===== config.mk =====
export PLATFORM = sky130hd
export DESIGN_NAME = crs_regset
export DESIGN_NICKNAME = d
export VERILOG_FILES = /design/src/hw/crs_pkg.sv /design/src/hw/crs_alu_if.sv /design/src/hw/crs_alu.sv /design/src/hw/crs_regset.sv
export SDC_FILE = /design/constraint.sdc
export NUM_CORES = 1
export LEC_CHECK = 0
export BUFFER_PORTS_ARGS = -buffer_cell sky130_fd_sc_hd__buf_2
export CAP_MARGIN = 20
export CORE_MARGIN = 2
export CORE_UTILIZATION = 25
export CTS_CLUSTER_DIAMETER = 50
export DETAILED_ROUTE_END_ITERATION = 8
export MAX_ROUTING_LAYER = met4
export PLACE_DENSITY = 0.47
export SYNTH_ARGS = -nofsm -noshare
export SYNTH_HDL_FRONTEND = slang
export SYNTH_SLANG_ARGS = --single-unit

===== constraint.sdc =====
create_clock -name pclk -period 6.59 [get_ports pclk]
set_input_delay 1.318 -clock pclk [delete_from_list [all_inputs] [get_ports pclk]]
set_output_delay 1.318 -clock pclk [all_outputs]
set_load 0.01 [all_outputs]

===== src/hw/crs_pkg.sv =====
// Summary of operation
// - 8-bit accumulator feeds and takes ALU results
// - 16-bit index from separately accessible bytes
// - indexed operand address comes from index
// - reset presets stack pointer to 00FF
// - stack reload sets low byte FF only
// - push decrements, pull increments stack pointer
// - stack offset of 8 or 16 bits
// - program counter increments on every fetch
// - leaving reset loads vector FFFE high, FFFF low
// - flag register bits 6, 5 read one
// - overflow flag tracks signed overflow, branches
// - half-carry on carry from bit 3
// - decimal adjust uses half-carry and carry
// - interrupt mask set blocks maskable interrupts
// - accepted interrupt sets the interrupt mask; irq_take leaves I unchanged, the datapath issues OP_INT_MASK_SET
// - mask set after save, before vector
// - negative flag copies result bit 7
// - zero flag set when result is 00
// - carry from bit 7, borrow, shifts
package crs_pkg;

  // ****************************************
  // register map
  // ****************************************
  localparam int ADDR_W = 8;
  localparam logic [7:0] OFS_ACC = 8'h00;
  localparam logic [7:0] OFS_INDEX = 8'h04;
  localparam logic [7:0] OFS_STACK = 8'h08;
  localparam logic [7:0] OFS_PC = 8'h0C;
  localparam logic [7:0] OFS_FLAGS = 8'h10;
  localparam logic [7:0] OFS_STATUS = 8'h14;

  // ****************************************
  // reset values and fixed addresses
  // ****************************************
  localparam logic [7:0] ACC_RESET = 8'h00;
  localparam logic [15:0] HX_RESET = 16'h0000;
  localparam logic [15:0] SP_RESET = 16'h00FF;
  localparam logic [7:0] SP_LOW_RELOAD = 8'hFF;
  localparam logic [15:0] PC_RESET = 16'h0000;
  localparam logic [15:0] VEC_HI_ADDR = 16'hFFFE;
  localparam logic [15:0] VEC_LO_ADDR = 16'hFFFF;
  localparam logic [15:0] ONE16 = 16'h0001;

  // ****************************************
  // flag register layout
  // ****************************************
  localparam int FLG_V = 7;
  localparam int FLG_H = 4;
  localparam int FLG_I = 3;
  localparam int FLG_N = 2;
  localparam int FLG_Z = 1;
  localparam int FLG_C = 0;
  localparam logic [7:0] FLG_ONES = 8'h60;

  // ****************************************
  // decimal adjust constants
  // ****************************************
  localparam logic [7:0] BCD_LOW_FIX = 8'h06;
  localparam logic [7:0] BCD_HIGH_FIX = 8'h60;
  localparam logic [3:0] BCD_NIBBLE_MAX = 4'h9;
  localparam logic [7:0] BCD_BYTE_MAX = 8'h99;

  typedef enum logic [4:0] {
    OP_NOP, OP_ADD, OP_ADC, OP_SUB, OP_AND, OP_ORA, OP_EOR, OP_LOAD_A,
    OP_SHIFT_L, OP_SHIFT_R, OP_BIT_TEST, OP_DECIMAL_ADJUST, OP_LOAD_H,
    OP_LOAD_X, OP_PUSH, OP_PULL, OP_STACK_LOW_RELOAD, OP_FETCH, OP_JUMP,
    OP_INT_MASK_SET, OP_INT_MASK_CLEAR, OP_BRANCH_GREATER,
    OP_BRANCH_GREATER_EQUAL, OP_BRANCH_LESS_EQUAL, OP_BRANCH_LESS,
    OP_LOAD_FLAGS
  } crs_op_type;

  typedef enum logic [1:0] {
    EA_DIRECT, EA_INDEXED, EA_STACK8, EA_STACK16
  } crs_ea_type;

  typedef enum logic [2:0] {
    ST_VEC_HI = 3'b001,
    ST_VEC_LO = 3'b010,
    ST_RUN = 3'b100
  } crs_state_type;

  typedef struct packed {
    crs_state_type st;
    logic [7:0] acc;
    logic [15:0] hx;
    logic [15:0] sp;
    logic [15:0] pc;
    logic v, h, i, n, z, c;
    logic [31:0] rdata;
  } crs_regs_type;

endpackage


===== src/hw/crs_alu_if.sv =====
`timescale 1ns/1ps
interface crs_alu_if;
  import crs_pkg::*;
  crs_op_type op;
  logic [7:0] a;
  logic [7:0] m;
  logic [2:0] bit_sel;
  logic v_in, h_in, c_in;
  logic [7:0] result;
  logic v, h, n, z, c;
  logic wr_acc;
  logic hit;
  modport core (output op, a, m, bit_sel, v_in, h_in, c_in,
                input result, v, h, n, z, c, wr_acc, hit);
  modport alu (input op, a, m, bit_sel, v_in, h_in, c_in,
               output result, v, h, n, z, c, wr_acc, hit);
endinterface


===== src/hw/crs_alu.sv =====
`timescale 1ns/1ps
module crs_alu (
  crs_alu_if.alu bus
);
  import crs_pkg::*;

  logic [8:0] sum;
  logic [4:0] low;
  logic cin;
  logic fix_lo;
  logic fix_hi;

  always_comb begin
    cin = (bus.op == OP_ADC) ? bus.c_in : 1'b0;
    sum = {1'b0, bus.a} + {1'b0, bus.m} + {8'h00, cin};
    low = {1'b0, bus.a[3:0]} + {1'b0, bus.m[3:0]} + {4'h0, cin};
    fix_lo = bus.h_in || (bus.a[3:0] > BCD_NIBBLE_MAX);
    fix_hi = bus.c_in || (bus.a > BCD_BYTE_MAX);
    bus.result = bus.a;
    bus.v = bus.v_in;
    bus.h = bus.h_in;
    bus.c = bus.c_in;
    bus.wr_acc = 1'b1;
    bus.hit = 1'b1;
    case (bus.op)
      OP_ADD, OP_ADC: begin
        bus.result = sum[7:0];
        bus.c = sum[8];
        bus.h = low[4];
        bus.v = (bus.a[7] == bus.m[7]) && (sum[7] != bus.a[7]);
      end
      OP_SUB: begin
        sum = {1'b0, bus.a} - {1'b0, bus.m};
        bus.result = sum[7:0];
        bus.c = sum[8];
        bus.v = (bus.a[7] != bus.m[7]) && (sum[7] != bus.a[7]);
      end
      OP_AND: begin
        bus.result = bus.a & bus.m;
        bus.v = 1'b0;
      end
      OP_ORA: begin
        bus.result = bus.a | bus.m;
        bus.v = 1'b0;
      end
      OP_EOR: begin
        bus.result = bus.a ^ bus.m;
        bus.v = 1'b0;
      end
      OP_LOAD_A: begin
        bus.result = bus.m;
        bus.v = 1'b0;
      end
      OP_SHIFT_L: begin
        bus.result = {bus.a[6:0], 1'b0};
        bus.c = bus.a[7];
        bus.v = bus.a[6] ^ bus.a[7];
      end
      OP_SHIFT_R: begin
        bus.result = {1'b0, bus.a[7:1]};
        bus.c = bus.a[0];
        bus.v = bus.a[0];
      end
      OP_BIT_TEST: begin
        // only carry changes; accumulator untouched
        bus.c = bus.m[bus.bit_sel];
        bus.wr_acc = 1'b0;
      end
      OP_DECIMAL_ADJUST: begin
        bus.result = bus.a + (fix_lo ? BCD_LOW_FIX : 8'h00)
                   + (fix_hi ? BCD_HIGH_FIX : 8'h00);
        bus.c = fix_hi;
      end
      default: begin
        bus.wr_acc = 1'b0;
        bus.hit = 1'b0;
      end
    endcase
    bus.n = bus.result[7];
    bus.z = (bus.result == 8'h00);
  end

endmodule // crs_alu


===== src/hw/crs_regset.sv =====
// The implementer's own choices: register access over APB and the register addresses.
`timescale 1ns/1ps
module crs_regset (
  input wire logic pclk,
  input wire logic presetn,
  input wire logic psel,
  input wire logic penable,
  input wire logic pwrite,
  input wire logic [crs_pkg::ADDR_W-1:0] paddr,
  input wire logic [31:0] pwdata,
  output logic [31:0] prdata,
  output logic pready,
  output logic pslverr,
  input wire logic op_valid,
  input wire crs_pkg::crs_op_type op_code,
  input wire logic [7:0] op_data,
  input wire logic [15:0] op_offset,
  input wire crs_pkg::crs_ea_type ea_mode,
  output logic [15:0] ea_addr,
  input wire logic irq_req,
  output logic irq_take,
  output logic mem_req,
  output logic [15:0] mem_addr,
  input wire logic mem_ack,
  input wire logic [7:0] mem_rdata,
  output logic run,
  output logic [7:0] acc_out,
  output logic [15:0] hx_out,
  output logic [15:0] sp_out,
  output logic [15:0] pc_out,
  output logic [7:0] flags_out
);
  import crs_pkg::*;

  crs_regs_type q;
  crs_regs_type d;
  crs_alu_if alu_bus ();
  logic op_go;
  logic apb_wr;
  logic apb_hit;
  logic signed_lt;
  logic [7:0] flags;
  logic [31:0] rd_mux;

  crs_alu u_alu (
    .bus(alu_bus)
  );

  // ****************************************
  // flag packing and bus decode
  // ****************************************
  always_comb begin
    flags = FLG_ONES;
    flags[FLG_V] = q.v;
    flags[FLG_H] = q.h;
    flags[FLG_I] = q.i;
    flags[FLG_N] = q.n;
    flags[FLG_Z] = q.z;
    flags[FLG_C] = q.c;
  end

  always_comb begin
    apb_hit = 1'b1;
    rd_mux = 32'h0000_0000;
    case (paddr)
      OFS_ACC: rd_mux[7:0] = q.acc;
      OFS_INDEX: rd_mux[15:0] = q.hx;
      OFS_STACK: rd_mux[15:0] = q.sp;
      OFS_PC: rd_mux[15:0] = q.pc;
      OFS_FLAGS: rd_mux[7:0] = flags;
      OFS_STATUS: rd_mux[2:0] = q.st;
      default: apb_hit = 1'b0;
    endcase
  end

  assign apb_wr = psel && penable && pwrite && apb_hit;
  assign op_go = op_valid && (q.st == ST_RUN);
  assign signed_lt = q.n ^ q.v;

  assign alu_bus.op = op_code;
  assign alu_bus.a = q.acc;
  assign alu_bus.m = op_data;
  assign alu_bus.bit_sel = op_offset[2:0];
  assign alu_bus.v_in = q.v;
  assign alu_bus.h_in = q.h;
  assign alu_bus.c_in = q.c;

  // ****************************************
  // next-state logic
  // ****************************************
  always_comb begin
    d = q;
    // read data sampled in the setup cycle so prdata is a flop output
    if (psel && !penable) begin
      d.rdata = rd_mux;
    end
    case (q.st)
      ST_VEC_HI: begin
        if (mem_ack) begin
          d.pc[15:8] = mem_rdata;
          d.st = ST_VEC_LO;
        end
      end
      ST_VEC_LO: begin
        if (mem_ack) begin
          d.pc[7:0] = mem_rdata;
          d.st = ST_RUN;
        end
      end
      ST_RUN: begin
      end
      default: d.st = ST_VEC_HI;
    endcase
    // bus writes first, so a datapath step in the same cycle wins
    if (apb_wr) begin
      case (paddr)
        OFS_ACC: d.acc = pwdata[7:0];
        OFS_INDEX: d.hx = pwdata[15:0];
        OFS_STACK: d.sp = pwdata[15:0];
        OFS_PC: d.pc = pwdata[15:0];
        OFS_FLAGS: begin
          // bits 6 and 5 have no storage, so writes cannot touch them
          d.v = pwdata[FLG_V];
          d.h = pwdata[FLG_H];
          d.i = pwdata[FLG_I];
          d.n = pwdata[FLG_N];
          d.z = pwdata[FLG_Z];
          d.c = pwdata[FLG_C];
        end
        default: d.st = q.st;
      endcase
    end
    if (op_go) begin
      if (alu_bus.hit) begin
        if (alu_bus.wr_acc) begin
          d.acc = alu_bus.result;
          d.n = alu_bus.n;
          d.z = alu_bus.z;
          d.v = alu_bus.v;
          d.h = alu_bus.h;
        end
        d.c = alu_bus.c;
      end
      case (op_code)
        OP_LOAD_H: d.hx[15:8] = op_data;
        OP_LOAD_X: d.hx[7:0] = op_data;
        OP_PUSH: d.sp = q.sp - ONE16;
        OP_PULL: d.sp = q.sp + ONE16;
        OP_STACK_LOW_RELOAD: d.sp[7:0] = SP_LOW_RELOAD;
        OP_FETCH: d.pc = q.pc + ONE16;
        OP_JUMP: d.pc = op_offset;
        // issued once the registers are stacked, ahead of the vector
        OP_INT_MASK_SET: d.i = 1'b1;
        OP_INT_MASK_CLEAR: d.i = 1'b0;
        OP_BRANCH_GREATER: begin
          if (!(q.z || signed_lt)) begin
            d.pc = op_offset;
          end
        end
        OP_BRANCH_GREATER_EQUAL: begin
          if (!signed_lt) begin
            d.pc = op_offset;
          end
        end
        OP_BRANCH_LESS_EQUAL: begin
          if (q.z || signed_lt) begin
            d.pc = op_offset;
          end
        end
        OP_BRANCH_LESS: begin
          if (signed_lt) begin
            d.pc = op_offset;
          end
        end
        OP_LOAD_FLAGS: begin
          d.v = op_data[FLG_V];
          d.h = op_data[FLG_H];
          d.i = op_data[FLG_I];
          d.n = op_data[FLG_N];
          d.z = op_data[FLG_Z];
          d.c = op_data[FLG_C];
        end
        default: d.st = q.st;
      endcase
    end
  end

  // ****************************************
  // state register
  // ****************************************
  always_ff @(posedge pclk or negedge presetn) begin
    if (!presetn) begin
      q.st <= ST_VEC_HI;
      q.acc <= ACC_RESET;
      q.hx <= HX_RESET;
      q.sp <= SP_RESET;
      q.pc <= PC_RESET;
      q.v <= 1'b0;
      q.h <= 1'b0;
      q.i <= 1'b1;
      q.n <= 1'b0;
      q.z <= 1'b0;
      q.c <= 1'b0;
      q.rdata <= 32'h0000_0000;
    end else begin
      q <= d;
    end
  end

  // ****************************************
  // outputs
  // ****************************************
  always_comb begin
    case (ea_mode)
      EA_INDEXED: ea_addr = q.hx + op_offset;
      EA_STACK8: ea_addr = q.sp + {8'h00, op_offset[7:0]};
      EA_STACK16: ea_addr = q.sp + op_offset;
      default: ea_addr = op_offset;
    endcase
  end

  // datapath must follow irq_take with stacking, then OP_INT_MASK_SET
  assign irq_take = irq_req && !q.i && (q.st == ST_RUN);
  assign mem_req = (q.st == ST_VEC_HI) || (q.st == ST_VEC_LO);
  assign mem_addr = (q.st == ST_VEC_LO) ? VEC_LO_ADDR : VEC_HI_ADDR;
  assign run = (q.st == ST_RUN);
  assign prdata = q.rdata;
  assign pready = 1'b1;
  assign pslverr = psel && penable && !apb_hit;
  assign acc_out = q.acc;
  assign hx_out = q.hx;
  assign sp_out = q.sp;
  assign pc_out = q.pc;
  assign flags_out = flags;

  // ****************************************
  // checks
  // ****************************************
  property p_stack_reload;
    @(posedge pclk) disable iff (!presetn)
    op_go && op_code == OP_STACK_LOW_RELOAD && !apb_wr
      |=> sp_out == {$past(sp_out[15:8]), SP_LOW_RELOAD};
  endproperty
  a_stack_reload: assert property (p_stack_reload) else $error("stack reload wrong");

  property p_push_pull;
    @(posedge pclk) disable iff (!presetn)
    op_go && !apb_wr && (op_code == OP_PUSH || op_code == OP_PULL)
      |=> sp_out == ($past(op_code) == OP_PUSH ? $past(sp_out) - ONE16
                                                : $past(sp_out) + ONE16);
  endproperty
  a_push_pull: assert property (p_push_pull) else $error("stack step wrong");

  property p_fetch;
    @(posedge pclk) disable iff (!presetn)
    op_go && op_code == OP_FETCH && !apb_wr |=> pc_out == $past(pc_out) + ONE16;
  endproperty
  a_fetch: assert property (p_fetch) else $error("fetch did not advance pc");

  property p_vector;
    @(posedge pclk) disable iff (!presetn)
    q.st == ST_VEC_HI && mem_ack && !apb_wr
      |=> run == 1'b0 && mem_addr == VEC_LO_ADDR && pc_out[15:8] == $past(mem_rdata);
  endproperty
  a_vector: assert property (p_vector) else $error("vector high byte wrong");

  property p_fixed_ones;
    @(posedge pclk) disable iff (!presetn)
    psel && !penable && paddr == OFS_FLAGS |=> prdata[6:5] == 2'b11;
  endproperty
  a_fixed_ones: assert property (p_fixed_ones) else $error("flag bits 6,5 not one");

  property p_irq_block;
    @(posedge pclk) disable iff (!presetn)
    flags_out[FLG_I] |-> !irq_take;
  endproperty
  a_irq_block: assert property (p_irq_block) else $error("interrupt taken while masked");

  property p_mask_set;
    @(posedge pclk) disable iff (!presetn)
    op_go && op_code == OP_INT_MASK_SET |=> flags_out[FLG_I];
  endproperty
  a_mask_set: assert property (p_mask_set) else $error("mask not set on entry");

  property p_add_nz;
    @(posedge pclk) disable iff (!presetn)
    op_go && op_code == OP_ADD
      |=> flags_out[FLG_Z] == (acc_out == 8'h00) && flags_out[FLG_N] == acc_out[7];
  endproperty
  a_add_nz: assert property (p_add_nz) else $error("n or z wrong after add");

  property p_add_carry;
    @(posedge pclk) disable iff (!presetn)
    op_go && op_code == OP_ADD
      |=> flags_out[FLG_C] == (({1'b0, $past(acc_out)} + {1'b0, $past(op_data)}) > 9'h0FF);
  endproperty
  a_add_carry: assert property (p_add_carry) else $error("carry wrong after add");

  property p_stack_ea;
    @(posedge pclk) disable iff (!presetn)
    ea_mode == EA_STACK8 |-> ea_addr == sp_out + {8'h00, op_offset[7:0]};
  endproperty
  a_stack_ea: assert property (p_stack_ea) else $error("stack offset address wrong");

endmodule // crs_regset


==> flow_summary_export.csv <==
group,metric,value,unit
status,status,"finished, final reports clean",
drt,post_drt_via_cell_ratio,5.31,
synthesis,synth-edff-count,0,
synthesis,synth-xor-area-share,5.03,%
synthesis,synth_ff_type,"dfrtp_1",
grt,grt_pass1_wl,60300,µm
clock_tree,cts_tree,"built",
clock_tree,cts.sinks,81,
clock_tree,cts-root-buf,"clkbuf_16",
worst_hold_path,hold_class,"flip-flop to flip-flop",
grt,grt_max_degree,57,
clock_tree,holdBufCountCts,0,
worst_hold_path,hold_end,"prdata[6]",
critical_path,end_kind,"output pin",
critical_path,critical_path.max_fanout,11,
critical_path,r2r_end,"flags_out[1]",
clock_tree,cts_made_buffers,9,
synthesis,muxShareOfSynthArea,11.3,%
die,die_h,205,µm
sta,timing.final.crit_share,88.1,%
drt,vias,9894,
critical_path,r2r-start,"alu_bus.c_in",
sta,setup_ws,0.783,ns
drt,post_drt_wl_per_cell,22.0,µm
critical_path,critPathMaxStageDelay,0.39,ns
placed_design,port_buffers,169,
synthesis,synth_top_family_by_area,"compound AO/OA/AOI/OAI gates",
finish,post-route-util,27.5,%
finish,area_delta_synth_final,8.38,%
finish,final_cells,1864,
sta,fin_worst_skew,0.0116,ns
placed_design,gp_congestion,0.904,
power_and_ir_drop,p_leak,5.00,nW
sta,hold_violations,0,
power_and_ir_drop,p_total,2.69,mW
synthesis,yosys_warnings,0,
clock_tree,clk_latency,0.36,ns
critical_path,critical_path_cell_count,13,
grt,grt_pass1_vias,9415,
sta,drv_slew,0,
critical_path,crit_family,"compound AO/OA/AOI/OAI gates",
synthesis,netlist_area,10100,µm²
synthesis,async_reset_ff_share,100,%
placed_design,place_ws,0.820,ns
finish,final_common_cell,"buf_2",
die,start_util,25.3,%
drt,wl,41000,µm
sta,relSlewSlack,35.0,%
critical_path,worstSetupPathType,"primary input to output pin",
die,core,39800,µm²
critical_path,crit_buf_inv,2,
drt,remaining_drc_errors,0,
critical_path,cp.required,5.27,ns
drt,antenna_left,0,
die,die_w,205,µm
synthesis,synth_compound_area_share,24.4,%
synthesis,yosys_register_bits,81,
critical_path,worstPathArrival,4.49,ns
finish,fill_cells,4435,
finish,drive_gt1_share,19.9,%
synthesis,synth_cell_types,80,
power_and_ir_drop,irDropWorstVdd,0.0897,mV
clock_tree,clk_pin_slew_worst_paths,0.06,ns
sta,setup_violations,0,
critical_path,crit_top_cell,"o21ai_0",
finish,final_area,10900,µm²
grt,grt_use_total,19.7,%
grt,antenna_found_initial,6,
worst_hold_path,hold_path_depth,2,
worst_hold_path,hp-start,"prdata[6]",
clock_tree,ctsResizeCount,0,
clock_tree,cts_buffer_depth,2,
drt,first_iter_violations,838,
placed_design,dp_hpwl,32100,µm
grt,gr-total-overflow,0,
drt,first_pass_iters,5,
synthesis,ys_seq_area_share,20.2,%
placed_design,postPlaceCellArea,10600,µm²
finish,fin_nets,1478,
sta,setup_tns,0,ns
critical_path,crit_slowest_cell,"mux2_2",
critical_path,rr_worst_depth,13,
critical_path,crit_chain,"buf_2, nand2_1, mux2_2, ha_1, o21ai_0, o21ai_0, a211oi_1, nor3_1, or3_1, a31oi_1, xnor2_1, o21ai_0, buf_2",
critical_path,worst-r2r-setup-slack,2.85,ns
synthesis,synth_fa_ha_area_share,8.13,%
job,cap_violations,0,
clock_tree,htree_levels,3,
die,ios,220,
clock_tree,cts_setup_buffers,0,
die,rows,73,
synthesis,syn_inst,1301,
synthesis,yosys.area_share.simple,18.0,%
sta,worst_pin_slew,0.976,ns
sta,period_minus_slack,5.81,ns
critical_path,critPathLaunchType,"primary input",
placed_design,placed_cells,1843,
die,dieArea,42000,µm²
sta,fmax,172,MHz
synthesis,avgSynthCellArea,7.76,µm²
sta,grt_setup_unrepaired,"false",
sta,whs,0.480,ns
finish,final_cell_mix,"buf_2, nand2_1, nor2_1",
power_and_ir_drop,powerDensity,246,nW/µm²
-- layer usage --
layer,wire (µm),track usage (%),vias up
li1,-,-,4658
met1,17400,24.7,4737
met2,19300,31.9,420
met3,2810,2.85,79
met4,1520,7.66,0
met5,0,-,-
-- synth_stat cells, types with 10 or more instances --
cell type  count  share of area [%]
dfstp_2       10                2.6
a221o_1       10               0.99
nand2_1      110                4.1
a211oi_1      10               0.74
nand3_1       35                1.7
o21a_1        10               0.74
o211ai_1      12               0.89
o22ai_1       13               0.81
nor3_1        27                1.3
o21ai_0       98                4.9
or3_1         14               0.87
nand2b_1      14               0.87
a21oi_1      103                5.1
a221oi_1      13                1.1
clkbuf_1      65                2.4
mux2i_1       65                6.4
xor2_1        23                2.0
a22oi_1       31                2.3
ha_1          56                6.9
inv_1         36                1.3
dfrtp_1       71                 18
mux2_2        38                4.2
xnor2_1       35                3.0
buf_4        114                8.5
and3_1        17                1.1
nor2_1       108                4.0
-- state kept, by name, indices dropped and copies added, names as in the netlist --
name and count:
acc_out 8, alu_bus.c_in 1, alu_bus.h_in 1, alu_bus.v_in 1
flags_out 3, hx_out 16, pc_out 16, prdata 16
q 3, sp_out 16
-- final cells by class --
class / count / area [µm²] / share of cell area, %
inverter: 37 / 139 / 1.27
antenna: 5 / 12.5 / 0.114
clock buffer: 9 / 225 / 2.06
timing repair buffer: 178 / 916 / 8.38
multi-input combinational: 1022 / 6890 / 63.0
tap: 525 / 657 / 6.01
clock inverter: 7 / 58.8 / 0.538
sequential: 81 / 2040 / 18.6
-- worst max path at each step --
stage	from	to	slack, ns
after floorplan	ea_mode[1]	ea_addr[15]	0.93
after global placement	ea_mode[1]	ea_addr[15]	0.80
after detailed placement	ea_mode[1]	ea_addr[15]	0.82
after CTS	ea_mode[1]	ea_addr[15]	0.79
after global routing	ea_mode[1]	ea_addr[15]	0.42
final	ea_mode[1]	ea_addr[15]	0.78
-- kinds of logic after synthesis --
family / after synthesis
other: 2
buffers and inverters: 230
XOR/XNOR: 58
AND/OR/NAND/NOR: 380
flip-flops: 81
AO/OA/AOI/OAI: 382
adder cells (fa/ha/maj): 62
multiplexers: 106
-- worst register-to-register path: cells and delay by family (launching register included) --
family                     cells  cell delay [ns]
AOI/OAI and AO/OA              6             1.55
DFF                            1             0.61
adders and majority gates      2             0.61
and+or+nand+nor                3             0.76
buffers and inverters          2             0.14
-- report_power, final --
group          switching [mW]  leakage [nW]  internal, mW
clock network           0.245         0.133         0.262
registers               0.295          1.05         0.603
logic                   0.730          3.81         0.558
total                    1.27          5.00          1.42
(Power assumes the default switching activity.)
